==> config.mk <==
export PLATFORM = sky130hd
export DESIGN_NAME = npxc_control_unit
export DESIGN_NICKNAME = d
export VERILOG_FILES = /design/src/npxc_pkg.sv /design/src/npxc_control_unit.sv /design/src/npxc_slot_mem.sv
export SDC_FILE = /design/constraint.sdc
export NUM_CORES = 1
export LEC_CHECK = 0
export BUFFER_PORTS_ARGS = -buffer_cell sky130_fd_sc_hd__clkbuf_2
export CAP_MARGIN = 20
export CORE_UTILIZATION = 36
export DETAILED_ROUTE_END_ITERATION = 10
export RECOVER_POWER = 100
export SLEW_MARGIN = 20
export SYNTH_ARGS = -nofsm -noshare
export SYNTH_HDL_FRONTEND = slang
export SYNTH_SLANG_ARGS = --single-unit
==> constraint.sdc <==
create_clock -name clk -period 3.5 [get_ports clk]
set_clock_uncertainty 0.1 [all_clocks]
set_input_delay 0.175 -clock clk [delete_from_list [all_inputs] [get_ports clk]]
set_output_delay 0.175 -clock clk [all_outputs]
set_load 0.05 [all_outputs]
==> src/npxc_pkg.sv <==
// Constants and types of the numeric coprocessor control-instruction unit.
// Assumes one core clock and a host that moves memory operands word by word.
// Function
// - Full-state restore reloads environment and all register data from host image.
// - Restore holds the unit busy until every transfer of it has finished.
// - Restored unmasked exception raises a fault at the next sync or checked opcode.
// - Environment store writes control, status, tag words and both exception pointers.
// - After an environment store every exception mask bit is set.
// - Checked environment store tests for pending exceptions; unchecked one does not.
// - Unchecked environment store waits until numeric activity has drained.
// - Image layout follows real or protected mode and 16 or 32 bit size.
// - Stored tag of each non-empty register is derived from its actual contents.
// - Environment reload finishes all its transfers before the next instruction.
// - Reloaded unmasked exception faults at the next sync or checked opcode.
// - Head advance adds one modulo eight, touching no tags, data or memory.
// - Head retreat subtracts one modulo eight, touching no tags, data or memory.
// - Slot vacate marks the named register empty and keeps its data.
// - Idle op changes no architectural state.
// - Unchecked variants ignore pending exceptions; checked variants test them first.
// - Unmasking an exception whose flag is set raises the fault line.
package npxc_pkg;

    localparam logic [3:0]  OP_IDLE    = 4'h0;
    localparam logic [3:0]  OP_ADV     = 4'h1;
    localparam logic [3:0]  OP_RET     = 4'h2;
    localparam logic [3:0]  OP_VACATE  = 4'h3;
    localparam logic [3:0]  OP_STENV   = 4'h4;
    localparam logic [3:0]  OP_LDENV   = 4'h5;
    localparam logic [3:0]  OP_RESTORE = 4'h6;

    // Register indexes, also the word order inside the environment image
    localparam logic [2:0]  RA_CTRL    = 3'h0;
    localparam logic [2:0]  RA_STAT    = 3'h1;
    localparam logic [2:0]  RA_TAG     = 3'h2;
    localparam logic [2:0]  RA_IPOFF   = 3'h3;
    localparam logic [2:0]  RA_IPSEL   = 3'h4;
    localparam logic [2:0]  RA_OPOFF   = 3'h5;
    localparam logic [2:0]  RA_OPSEL   = 3'h6;

    localparam int          EXC_W      = 6;
    localparam int          ST_ES      = 7;
    localparam int          ST_TOP_LO  = 11;
    localparam int          ST_TOP_W   = 3;
    localparam int          ST_BUSY    = 15;
    localparam int          SEG_SHIFT  = 4;

    localparam logic [15:0] CTRL_RST   = 16'h037F;
    localparam logic [15:0] STAT_RST   = 16'h0000;
    localparam logic [15:0] TAG_RST    = 16'hFFFF;
    localparam logic [5:0]  MASK_ALL   = 6'h3F;

    localparam logic [1:0]  TAG_VALID  = 2'h0;
    localparam logic [1:0]  TAG_ZERO   = 2'h1;
    localparam logic [1:0]  TAG_SPEC   = 2'h2;
    localparam logic [1:0]  TAG_EMPTY  = 2'h3;
    localparam logic [14:0] EXP_MAX    = 15'h7FFF;
    localparam logic [14:0] EXP_MIN    = 15'h0000;

    localparam logic [5:0]  ENV_WORDS  = 6'h07;
    localparam logic [5:0]  DATA_WORDS = 6'h28;
    localparam logic [2:0]  WORD_LAST  = 3'h4;
    localparam logic [2:0]  INT_WORD   = 3'h3;
    localparam logic [2:0]  SLOT_LAST  = 3'h7;
    localparam logic [5:0]  SLOT_WORDS = 6'h05;

    typedef enum logic [2:0] {
        S_IDLE  = 3'h0,
        S_DRAIN = 3'h1,
        S_SCAN  = 3'h3,
        S_STORE = 3'h2,
        S_DONE  = 3'h6,
        S_LREQ  = 3'h4,
        S_LWAIT = 3'h5
    } npxc_state_type;

endpackage

==> src/npxc_control_unit.sv <==
// Control-instruction executor of the numeric coprocessor: environment transfers,
// full-state restore, head pointer moves, slot vacate, idle op, fault line.
// Assumes the host issues one opcode at a time and moves image words for us.
`timescale 1ns/1ps
module npxc_control_unit
    import npxc_pkg::*;
(
    input  wire logic        clk,
    input  wire logic        rstn,
    input  wire logic        op_valid,
    input  wire logic [3:0]  op_code,
    input  wire logic [2:0]  op_reg,
    input  wire logic        op_checked,
    input  wire logic        host_sync,
    input  wire logic        prot_mode,
    input  wire logic        v86_mode,
    input  wire logic        opsize32,
    input  wire logic        numeric_busy,
    input  wire logic [15:0] xfer_rdata,
    input  wire logic        xfer_rvalid,
    input  wire logic [2:0]  reg_addr,
    input  wire logic [15:0] reg_wdata,
    input  wire logic        reg_wr,
    input  wire logic        reg_rd,
    output logic      [15:0] reg_rdata_q,
    output logic             op_busy_q,
    output logic             op_done_q,
    output logic             op_err_q,
    output logic             xfer_rd_q,
    output logic             xfer_wr_q,
    output logic      [5:0]  xfer_addr_q,
    output logic      [15:0] xfer_wdata_q,
    output logic             numeric_fault_line_q
);

    npxc_state_type state_q;
    logic [15:0]    ctrl_q;
    logic [15:0]    stat_q;
    logic [15:0]    tag_q;
    logic [15:0]    ipoff_q;
    logic [15:0]    ipsel_q;
    logic [15:0]    opoff_q;
    logic [15:0]    opsel_q;
    logic [15:0]    tscan_q;
    logic [3:0]     opc_q;
    logic           wide_q;
    logic           real_q;
    logic [5:0]     k_q;
    logic [2:0]     ri_q;
    logic [2:0]     wj_q;
    logic           pv_q;
    logic [2:0]     pri_q;
    logic [2:0]     pwj_q;
    logic           mnz_q;
    logic           int_q;
    logic           cw_upd_q;
    logic           pending;
    logic           accept;
    logic           refuse;
    logic           go;
    logic [2:0]     top;
    logic [5:0]     nenv;
    logic [5:0]     ntot;
    logic           k_last;
    logic           scan_last;
    logic [2:0]     env_idx;
    logic           ld_we;
    logic           ld_fld;
    logic           mem_we;
    logic [5:0]     mem_waddr;
    logic [5:0]     mem_raddr;
    logic [15:0]    mem_rdata;
    logic [19:0]    ip_lin;
    logic [19:0]    op_lin;
    logic [15:0]    stat_rd;
    logic [15:0]    env_wd;
    logic [1:0]     cls;
    logic [2:0]     vac_slot;

    assign pending   = |(stat_q[EXC_W-1:0] & ~ctrl_q[EXC_W-1:0]);
    assign accept    = (state_q == S_IDLE) && op_valid;
    assign refuse    = accept && op_checked && pending;
    assign go        = accept && !refuse;
    assign top       = stat_q[ST_TOP_LO +: ST_TOP_W];
    assign nenv      = wide_q ? {ENV_WORDS[4:0], 1'b0} : ENV_WORDS;
    assign ntot      = (opc_q == OP_RESTORE) ? 6'(nenv + DATA_WORDS) : nenv;
    assign k_last    = (k_q == 6'(ntot - 6'h01));
    assign scan_last = (ri_q == SLOT_LAST) && (wj_q == WORD_LAST);
    assign env_idx   = wide_q ? k_q[3:1] : k_q[2:0];
    assign ld_we     = (state_q == S_LWAIT) && xfer_rvalid;
    // High halves of the 32-bit image carry nothing we keep
    assign ld_fld    = ld_we && (k_q < nenv) && !(wide_q && k_q[0]);
    assign mem_we    = ld_we && (k_q >= nenv);
    assign mem_waddr = 6'(k_q - nenv);
    assign mem_raddr = 6'(6'(ri_q) * SLOT_WORDS + 6'(wj_q));
    assign ip_lin    = {ipsel_q, 4'h0} + {4'h0, ipoff_q};
    assign op_lin    = {opsel_q, 4'h0} + {4'h0, opoff_q};
    assign vac_slot  = 3'(top + op_reg);

    always_comb
    begin
        stat_rd          = stat_q;
        stat_rd[ST_ES]   = pending;
        stat_rd[ST_BUSY] = op_busy_q;
    end

    // Image words; real and virtual-8086 modes fold the pointers into 20-bit addresses
    always_comb
    begin
        env_wd = '0;
        if (!(wide_q && k_q[0]))
        begin
            unique case (env_idx)
                RA_CTRL:  env_wd = ctrl_q;
                RA_STAT:  env_wd = stat_rd;
                RA_TAG:   env_wd = tscan_q;
                RA_IPOFF: env_wd = real_q ? ip_lin[15:0] : ipoff_q;
                RA_IPSEL: env_wd = real_q ? {ip_lin[19:16], 12'h000} : ipsel_q;
                RA_OPOFF: env_wd = real_q ? op_lin[15:0] : opoff_q;
                RA_OPSEL: env_wd = real_q ? {op_lin[19:16], 12'h000} : opsel_q;
                default:  env_wd = '0;
            endcase
        end
    end

    always_ff @(posedge clk or negedge rstn)
    begin
        if (!rstn)
        begin
            state_q <= S_IDLE;
        end
        else
        begin
            unique case (state_q)
                S_IDLE:
                begin
                    if (refuse)
                    begin
                        state_q <= S_DONE;
                    end
                    else if (go)
                    begin
                        unique case (op_code)
                            OP_STENV:   state_q <= S_DRAIN;
                            OP_LDENV:   state_q <= S_LREQ;
                            OP_RESTORE: state_q <= S_LREQ;
                            default:    state_q <= S_DONE;
                        endcase
                    end
                end
                S_DRAIN:
                begin
                    if (!numeric_busy)
                    begin
                        state_q <= S_SCAN;
                    end
                end
                S_SCAN:
                begin
                    if (scan_last)
                    begin
                        state_q <= S_STORE;
                    end
                end
                S_STORE:
                begin
                    if (k_last)
                    begin
                        state_q <= S_DONE;
                    end
                end
                S_LREQ:  state_q <= S_LWAIT;
                S_LWAIT:
                begin
                    if (xfer_rvalid)
                    begin
                        state_q <= k_last ? S_DONE : S_LREQ;
                    end
                end
                S_DONE:  state_q <= S_IDLE;
                default: state_q <= S_IDLE;
            endcase
        end
    end

    always_ff @(posedge clk or negedge rstn)
    begin
        if (!rstn)
        begin
            opc_q  <= OP_IDLE;
            wide_q <= 1'b0;
            real_q <= 1'b0;
            k_q    <= '0;
        end
        else
        begin
            if (accept)
            begin
                opc_q  <= op_code;
                wide_q <= opsize32;
                real_q <= !prot_mode || v86_mode;
                k_q    <= '0;
            end
            else if ((state_q == S_STORE) || ld_we)
            begin
                k_q <= 6'(k_q + 6'h01);
            end
        end
    end

    // Busy covers the whole transfer so the host cannot start the next op early
    always_ff @(posedge clk or negedge rstn)
    begin
        if (!rstn)
        begin
            op_busy_q <= 1'b0;
            op_done_q <= 1'b0;
            op_err_q  <= 1'b0;
        end
        else
        begin
            op_done_q <= (state_q == S_DONE);
            if (accept)
            begin
                op_busy_q <= 1'b1;
                op_err_q  <= refuse;
            end
            else if (state_q == S_DONE)
            begin
                op_busy_q <= 1'b0;
            end
        end
    end

    always_ff @(posedge clk or negedge rstn)
    begin
        if (!rstn)
        begin
            xfer_rd_q    <= 1'b0;
            xfer_wr_q    <= 1'b0;
            xfer_addr_q  <= '0;
            xfer_wdata_q <= '0;
        end
        else
        begin
            xfer_rd_q <= (state_q == S_LREQ);
            xfer_wr_q <= (state_q == S_STORE);
            if ((state_q == S_LREQ) || (state_q == S_STORE))
            begin
                xfer_addr_q  <= k_q;
                xfer_wdata_q <= env_wd;
            end
        end
    end

    // Tag scan: one slot word per cycle, classified once its exponent word arrives
    always_comb
    begin
        cls = TAG_VALID;
        if (mem_rdata[14:0] == EXP_MIN)
        begin
            cls = (mnz_q || int_q) ? TAG_SPEC : TAG_ZERO;
        end
        else if ((mem_rdata[14:0] == EXP_MAX) || !int_q)
        begin
            cls = TAG_SPEC;
        end
    end

    always_ff @(posedge clk or negedge rstn)
    begin
        if (!rstn)
        begin
            ri_q    <= '0;
            wj_q    <= '0;
            pv_q    <= 1'b0;
            pri_q   <= '0;
            pwj_q   <= '0;
            mnz_q   <= 1'b0;
            int_q   <= 1'b0;
            tscan_q <= TAG_RST;
        end
        else
        begin
            pv_q  <= (state_q == S_SCAN);
            pri_q <= ri_q;
            pwj_q <= wj_q;
            if (state_q == S_DRAIN)
            begin
                ri_q <= '0;
                wj_q <= '0;
            end
            else if (state_q == S_SCAN)
            begin
                wj_q <= (wj_q == WORD_LAST) ? 3'h0 : 3'(wj_q + 3'h1);
                ri_q <= (wj_q == WORD_LAST) ? 3'(ri_q + 3'h1) : ri_q;
            end
            if (pv_q && (pwj_q != WORD_LAST))
            begin
                mnz_q <= ((pwj_q == 3'h0) ? 1'b0 : mnz_q) | (|mem_rdata);
                if (pwj_q == INT_WORD)
                begin
                    mnz_q <= mnz_q | (|mem_rdata[14:0]);
                    int_q <= mem_rdata[15];
                end
            end
            else if (pv_q)
            begin
                tscan_q[2*pri_q +: 2] <= (tag_q[2*pri_q +: 2] == TAG_EMPTY)
                                         ? TAG_EMPTY : cls;
            end
        end
    end

    always_ff @(posedge clk or negedge rstn)
    begin
        if (!rstn)
        begin
            ctrl_q   <= CTRL_RST;
            cw_upd_q <= 1'b0;
        end
        else
        begin
            cw_upd_q <= (reg_wr && (reg_addr == RA_CTRL)) || (ld_fld && (env_idx == RA_CTRL));
            if (reg_wr && (reg_addr == RA_CTRL))
            begin
                ctrl_q <= reg_wdata;
            end
            else if (ld_fld && (env_idx == RA_CTRL))
            begin
                ctrl_q <= xfer_rdata;
            end
            else if ((state_q == S_STORE) && k_last)
            begin
                ctrl_q[EXC_W-1:0] <= MASK_ALL;
            end
        end
    end

    always_ff @(posedge clk or negedge rstn)
    begin
        if (!rstn)
        begin
            stat_q <= STAT_RST;
        end
        else
        begin
            if (reg_wr && (reg_addr == RA_STAT))
            begin
                stat_q <= reg_wdata;
            end
            else if (ld_fld && (env_idx == RA_STAT))
            begin
                stat_q <= xfer_rdata;
            end
            else if (go && (op_code == OP_ADV))
            begin
                stat_q[ST_TOP_LO +: ST_TOP_W] <= 3'(top + 3'h1);
            end
            else if (go && (op_code == OP_RET))
            begin
                stat_q[ST_TOP_LO +: ST_TOP_W] <= 3'(top - 3'h1);
            end
        end
    end

    always_ff @(posedge clk or negedge rstn)
    begin
        if (!rstn)
        begin
            tag_q <= TAG_RST;
        end
        else
        begin
            if (reg_wr && (reg_addr == RA_TAG))
            begin
                tag_q <= reg_wdata;
            end
            else if (ld_fld && (env_idx == RA_TAG))
            begin
                tag_q <= xfer_rdata;
            end
            else if (go && (op_code == OP_VACATE))
            begin
                tag_q[2*vac_slot +: 2] <= TAG_EMPTY;
            end
        end
    end

    always_ff @(posedge clk or negedge rstn)
    begin
        if (!rstn)
        begin
            ipoff_q <= '0;
            ipsel_q <= '0;
            opoff_q <= '0;
            opsel_q <= '0;
        end
        else if (reg_wr)
        begin
            unique case (reg_addr)
                RA_IPOFF: ipoff_q <= reg_wdata;
                RA_IPSEL: ipsel_q <= reg_wdata;
                RA_OPOFF: opoff_q <= reg_wdata;
                RA_OPSEL: opsel_q <= reg_wdata;
                default:  ;
            endcase
        end
        else if (ld_fld)
        begin
            unique case (env_idx)
                RA_IPOFF: ipoff_q <= xfer_rdata;
                RA_IPSEL: ipsel_q <= real_q ? {xfer_rdata[15:12], 12'h000} : xfer_rdata;
                RA_OPOFF: opoff_q <= xfer_rdata;
                RA_OPSEL: opsel_q <= real_q ? {xfer_rdata[15:12], 12'h000} : xfer_rdata;
                default:  ;
            endcase
        end
    end

    // Raised by a sync, a checked opcode or a control-word update, including the one made by a reload
    always_ff @(posedge clk or negedge rstn)
    begin
        if (!rstn)
        begin
            numeric_fault_line_q <= 1'b0;
        end
        else if (pending && (host_sync || (accept && op_checked) || cw_upd_q))
        begin
            numeric_fault_line_q <= 1'b1;
        end
        else if (!pending)
        begin
            numeric_fault_line_q <= 1'b0;
        end
    end

    always_ff @(posedge clk or negedge rstn)
    begin
        if (!rstn)
        begin
            reg_rdata_q <= '0;
        end
        else if (reg_rd)
        begin
            unique case (reg_addr)
                RA_CTRL:  reg_rdata_q <= ctrl_q;
                RA_STAT:  reg_rdata_q <= stat_rd;
                RA_TAG:   reg_rdata_q <= tag_q;
                RA_IPOFF: reg_rdata_q <= ipoff_q;
                RA_IPSEL: reg_rdata_q <= ipsel_q;
                RA_OPOFF: reg_rdata_q <= opoff_q;
                RA_OPSEL: reg_rdata_q <= opsel_q;
                default:  reg_rdata_q <= '0;
            endcase
        end
    end

    npxc_slot_mem #(.AW(6), .DW(16), .DEPTH(40)) u_slots (
        .clk       (clk),
        .rstn      (rstn),
        .wr_en     (mem_we),
        .wr_addr   (mem_waddr),
        .wr_data   (xfer_rdata),
        .rd_addr   (mem_raddr),
        .rd_data_q (mem_rdata)
    );
endmodule // npxc_control_unit

==> src/npxc_slot_mem.sv <==
// Register-stack data store, one 16-bit word per entry, five words per slot.
// Assumes one writer and one reader; read data appear one cycle after the address.
`timescale 1ns/1ps
module npxc_slot_mem #(
    parameter int AW    = 6,
    parameter int DW    = 16,
    parameter int DEPTH = 40
) (
    input  wire logic          clk,
    input  wire logic          rstn,
    input  wire logic          wr_en,
    input  wire logic [AW-1:0] wr_addr,
    input  wire logic [DW-1:0] wr_data,
    input  wire logic [AW-1:0] rd_addr,
    output logic      [DW-1:0] rd_data_q
);

    logic [DW-1:0] mem_q [DEPTH];

    // No reset on the array: contents are undefined until loaded
    always_ff @(posedge clk)
    begin
        if (wr_en)
        begin
            mem_q[wr_addr] <= wr_data;
        end
    end

    always_ff @(posedge clk or negedge rstn)
    begin
        if (!rstn)
        begin
            rd_data_q <= '0;
        end
        else
        begin
            rd_data_q <= mem_q[rd_addr];
        end
    end

endmodule // npxc_slot_mem
==> results.sh <==
export IMPL_grt_pass1_wl_mm=162
export IMPL_synth_flop_cell="edfxtp_1"
export IMPL_synth_top_cell_by_area="edfxtp_1"
export IMPL_ff_latch_area_um2=24700
export IMPL_max_slew_margin_pct=-89.4
export IMPL_endpoint_kind="flip-flop"
export IMPL_clkTransAtPathRegs_ps=60
export IMPL_holdPathEnd="state_q[1]"
export IMPL_min_period_ps=3450
export IMPL_antenna_cells=0
export IMPL_hold_path_class="in -> reg"
export IMPL_netlist_instances=2373
export IMPL_cap_viol_max_count=16
export IMPL_clockRootBuffer="clkbuf_16"
export IMPL_finalCritPeriodShare_pct=98.6
export IMPL_cts_tree="done"
export IMPL_drive_gt1_share_pct=24.0
export IMPL_viasPerCell=5.69
export IMPL_synth_top_area_share_pct=50.7
export IMPL_final_cell_mix="edfxtp_1, mux4_2, dfrtp_1"
export IMPL_powerDensity_nw_per_um2=915
export IMPL_r2r_start="ri_q[2]"
export IMPL_total_power_mw=40.5
export IMPL_path_class="reg -> reg"
export IMPL_clock_path_buffers=3
export IMPL_start_kind="flip-flop"
export IMPL_final_nets=2733
export IMPL_p_leak_nw=15.7
export IMPL_netlist_area_um2=37900
export IMPL_outcome="finished with violations"
export IMPL_drt_iter0_drc=2774
export IMPL_hpwl_mm=73.1
export IMPL_hold_depth=7
export IMPL_critPathMaxFanout=8
export IMPL_ioPinCount=98
export IMPL_ys_top_cells_by_area="edfxtp_1, dfrtp_1, mux4_2, mux2i_1, dfstp_2"
export IMPL_yosysWarnings=0
export IMPL_r2r_slack_ps=50
export IMPL_grt_use_total_pct=20.5
export IMPL_wl_met1_mm=47.7
export IMPL_synthArstFlopShare_pct=25.3
export IMPL_cts_buffers=87
export IMPL_setup_viol=0
export IMPL_die_h_um=326
export IMPL_wl_per_cell_um=26.9
export IMPL_core_um2=104000
export IMPL_wl_mm=110
export IMPL_slew_viol_final=689
export IMPL_reg2reg_depth=10
export IMPL_gp_congestion=0.923
export IMPL_yosys_register_bits=857
export IMPL_htree_levels=3
export IMPL_first_pass_iters=6
export IMPL_drc=0
export IMPL_yosysSeqAreaShare_pct=65.2
export IMPL_grt_pass1_vias=23200
export IMPL_tightest_slew_ps=2840
export IMPL_clk_latency_ps=670
export IMPL_place_ws_ps=-82.9
export IMPL_arrival_ps=3880
export IMPL_dr_max_layer_used="met5"
export IMPL_postLayoutSetupSlackWorst_ps=49.9
export IMPL_timing_hold_violations_final=0
export IMPL_die_area_um2=107000
export IMPL_wl_met3_mm=7.43
export IMPL_syn_num_nets=2480
export IMPL_multi_input_area_um2=12400
export IMPL_route_met2_wl_mm=52.4
export IMPL_num_rows=118
export IMPL_grt_start_max_net_pins=107
export IMPL_die_x_um=326
export IMPL_layout_area_overhead_vs_synth_pct=16.9
export IMPL_vias=23200
export IMPL_antenna_found_initial=4
export IMPL_avgSynthCellArea_um2=16.0
export IMPL_max_freq_mhz=290
export IMPL_ys_types=84
export IMPL_ir_drop_uv=545
export IMPL_fillers=9329
export IMPL_violations="max-capacitance violations, max-slew violations"
export IMPL_synth_edf_count=640
export IMPL_hp_start="numeric_busy"
export IMPL_clock_sinks=857
export IMPL_required_ps=3930
export IMPL_final_common_cell="edfxtp_1"
export IMPL_portBuffers=97
export IMPL_overflow=0
export IMPL_drtAntennaViolNets=0
export IMPL_r2r_end="u_slots.rd_data_q[9]"
export IMPL_start_util_pct=36.4
-- Yosys cell counts (10+ instances only) --
library cell	n
a22o_1	22
buf_2	37
a21o_1	11
nor2b_1	16
o211ai_1	25
and3_1	10
buf_1	15
o21ai_0	103
mux2_2	73
xor2_1	16
mux2i_1	138
dfstp_2	41
clkbuf_1	68
mux4_2	191
nand3_1	25
o22ai_1	24
nand2b_1	16
edfxtp_1	640
nor2_1	125
a222oi_1	18
ha_1	48
inv_1	81
a221oi_1	11
nand2_1	120
a211oi_1	10
dfrtp_1	176
a21oi_1	81
nor3_1	19
xnor2_1	21
a22oi_1	49
-- stage by stage --
stage	hold WS, ps	std cells	util (%)	setup TNS [ps]	cell area [um^2]
2_1_floorplan	-221	2373	-	0	37900
3_3_place_gp	195	3874	39.4	-3.09	40900
3_5_place_dp	219	3874	39.4	-127	40900
6_report	166	4081	42.6	0	44300
4_1_cts	11.6	4071	42.7	0	44400
5_1_grt	191	4081	42.6	-3.06	44300
-- registers in the layout, indices dropped and copies added (netlist names), 16 cells and up --
signal	count
u_slots.mem_q	640
ctrl_q	16
ipoff_q	16
ipsel_q	16
opoff_q	16
opsel_q	16
reg_rdata_q	16
tag_q	16
tscan_q	16
u_slots.rd_data_q	16
xfer_wdata_q	16
-- where the power goes --
part	total (mW)	internal [mW]	switching, mW
clock network	9.79	5.70	4.09
logic	17.6	8.11	9.51
registers	13.1	12.0	1.15
total	40.5	25.8	14.7
-- metal layers --
metal,track usage (%),up-vias
met2,33.0,940
met4,4.93,2
met3,3.01,142
met1,29.3,12200
met5,0,-
li1,-,9917
-- what timing repair did --
action / in CTS / in global routing
gates resized for setup: 2 / 16
gates cloned: 1 / 1
hold buffers: 32 / 2
setup buffers: 0 / 7
hold endpoints to repair: 241 / 23
setup endpoints to repair: 4 / 10
pin swaps: 1 / 2
-- layout make-up --
cell class | count | share of cell area, %
tap | 1380 | 3.90
multi-input combinational | 1307 | 28.0
clock buffer | 123 | 5.54
timing repair buffer | 290 | 4.68
clock inverter | 41 | 1.35
sequential | 857 | 55.8
inverter | 83 | 0.704
-- worst max-delay path, cell delays in order, from the launching register on --
cell and delay (ps):
dfrtp_1 410, ha_4 260, ha_4 260, inv_1 50, fa_4 860, buf_12 140, buf_12 130, mux4_2 280
mux4_2 570, mux2i_1 160, o21ai_0 90
-- kinds of logic after synthesis --
| kind of cell | count (synthesis) | synth area share, % |
|---|---|---|
| xor+xnor | 38 | 0.918 |
| fa+ha+maj | 53 | 1.85 |
| simple gates | 388 | 4.90 |
| compound gates | 426 | 7.65 |
| buf+inv | 209 | 2.28 |
| flops | 857 | 65.2 |
| mux | 402 | 17.2 |
-- how the worst max path moves through the flow --
stage                       start                     to
final                     ri_q[2]   u_slots.rd_data_q[9]
after global routing      ri_q[2]   u_slots.rd_data_q[9]
after CTS                 ri_q[0]  u_slots.rd_data_q[15]
after detailed placement  ri_q[0]   u_slots.rd_data_q[7]
after global placement    ri_q[0]  u_slots.rd_data_q[11]
after floorplan           ri_q[0]   u_slots.rd_data_q[3]
No activity file was read; power rests on OpenSTA's default activity.
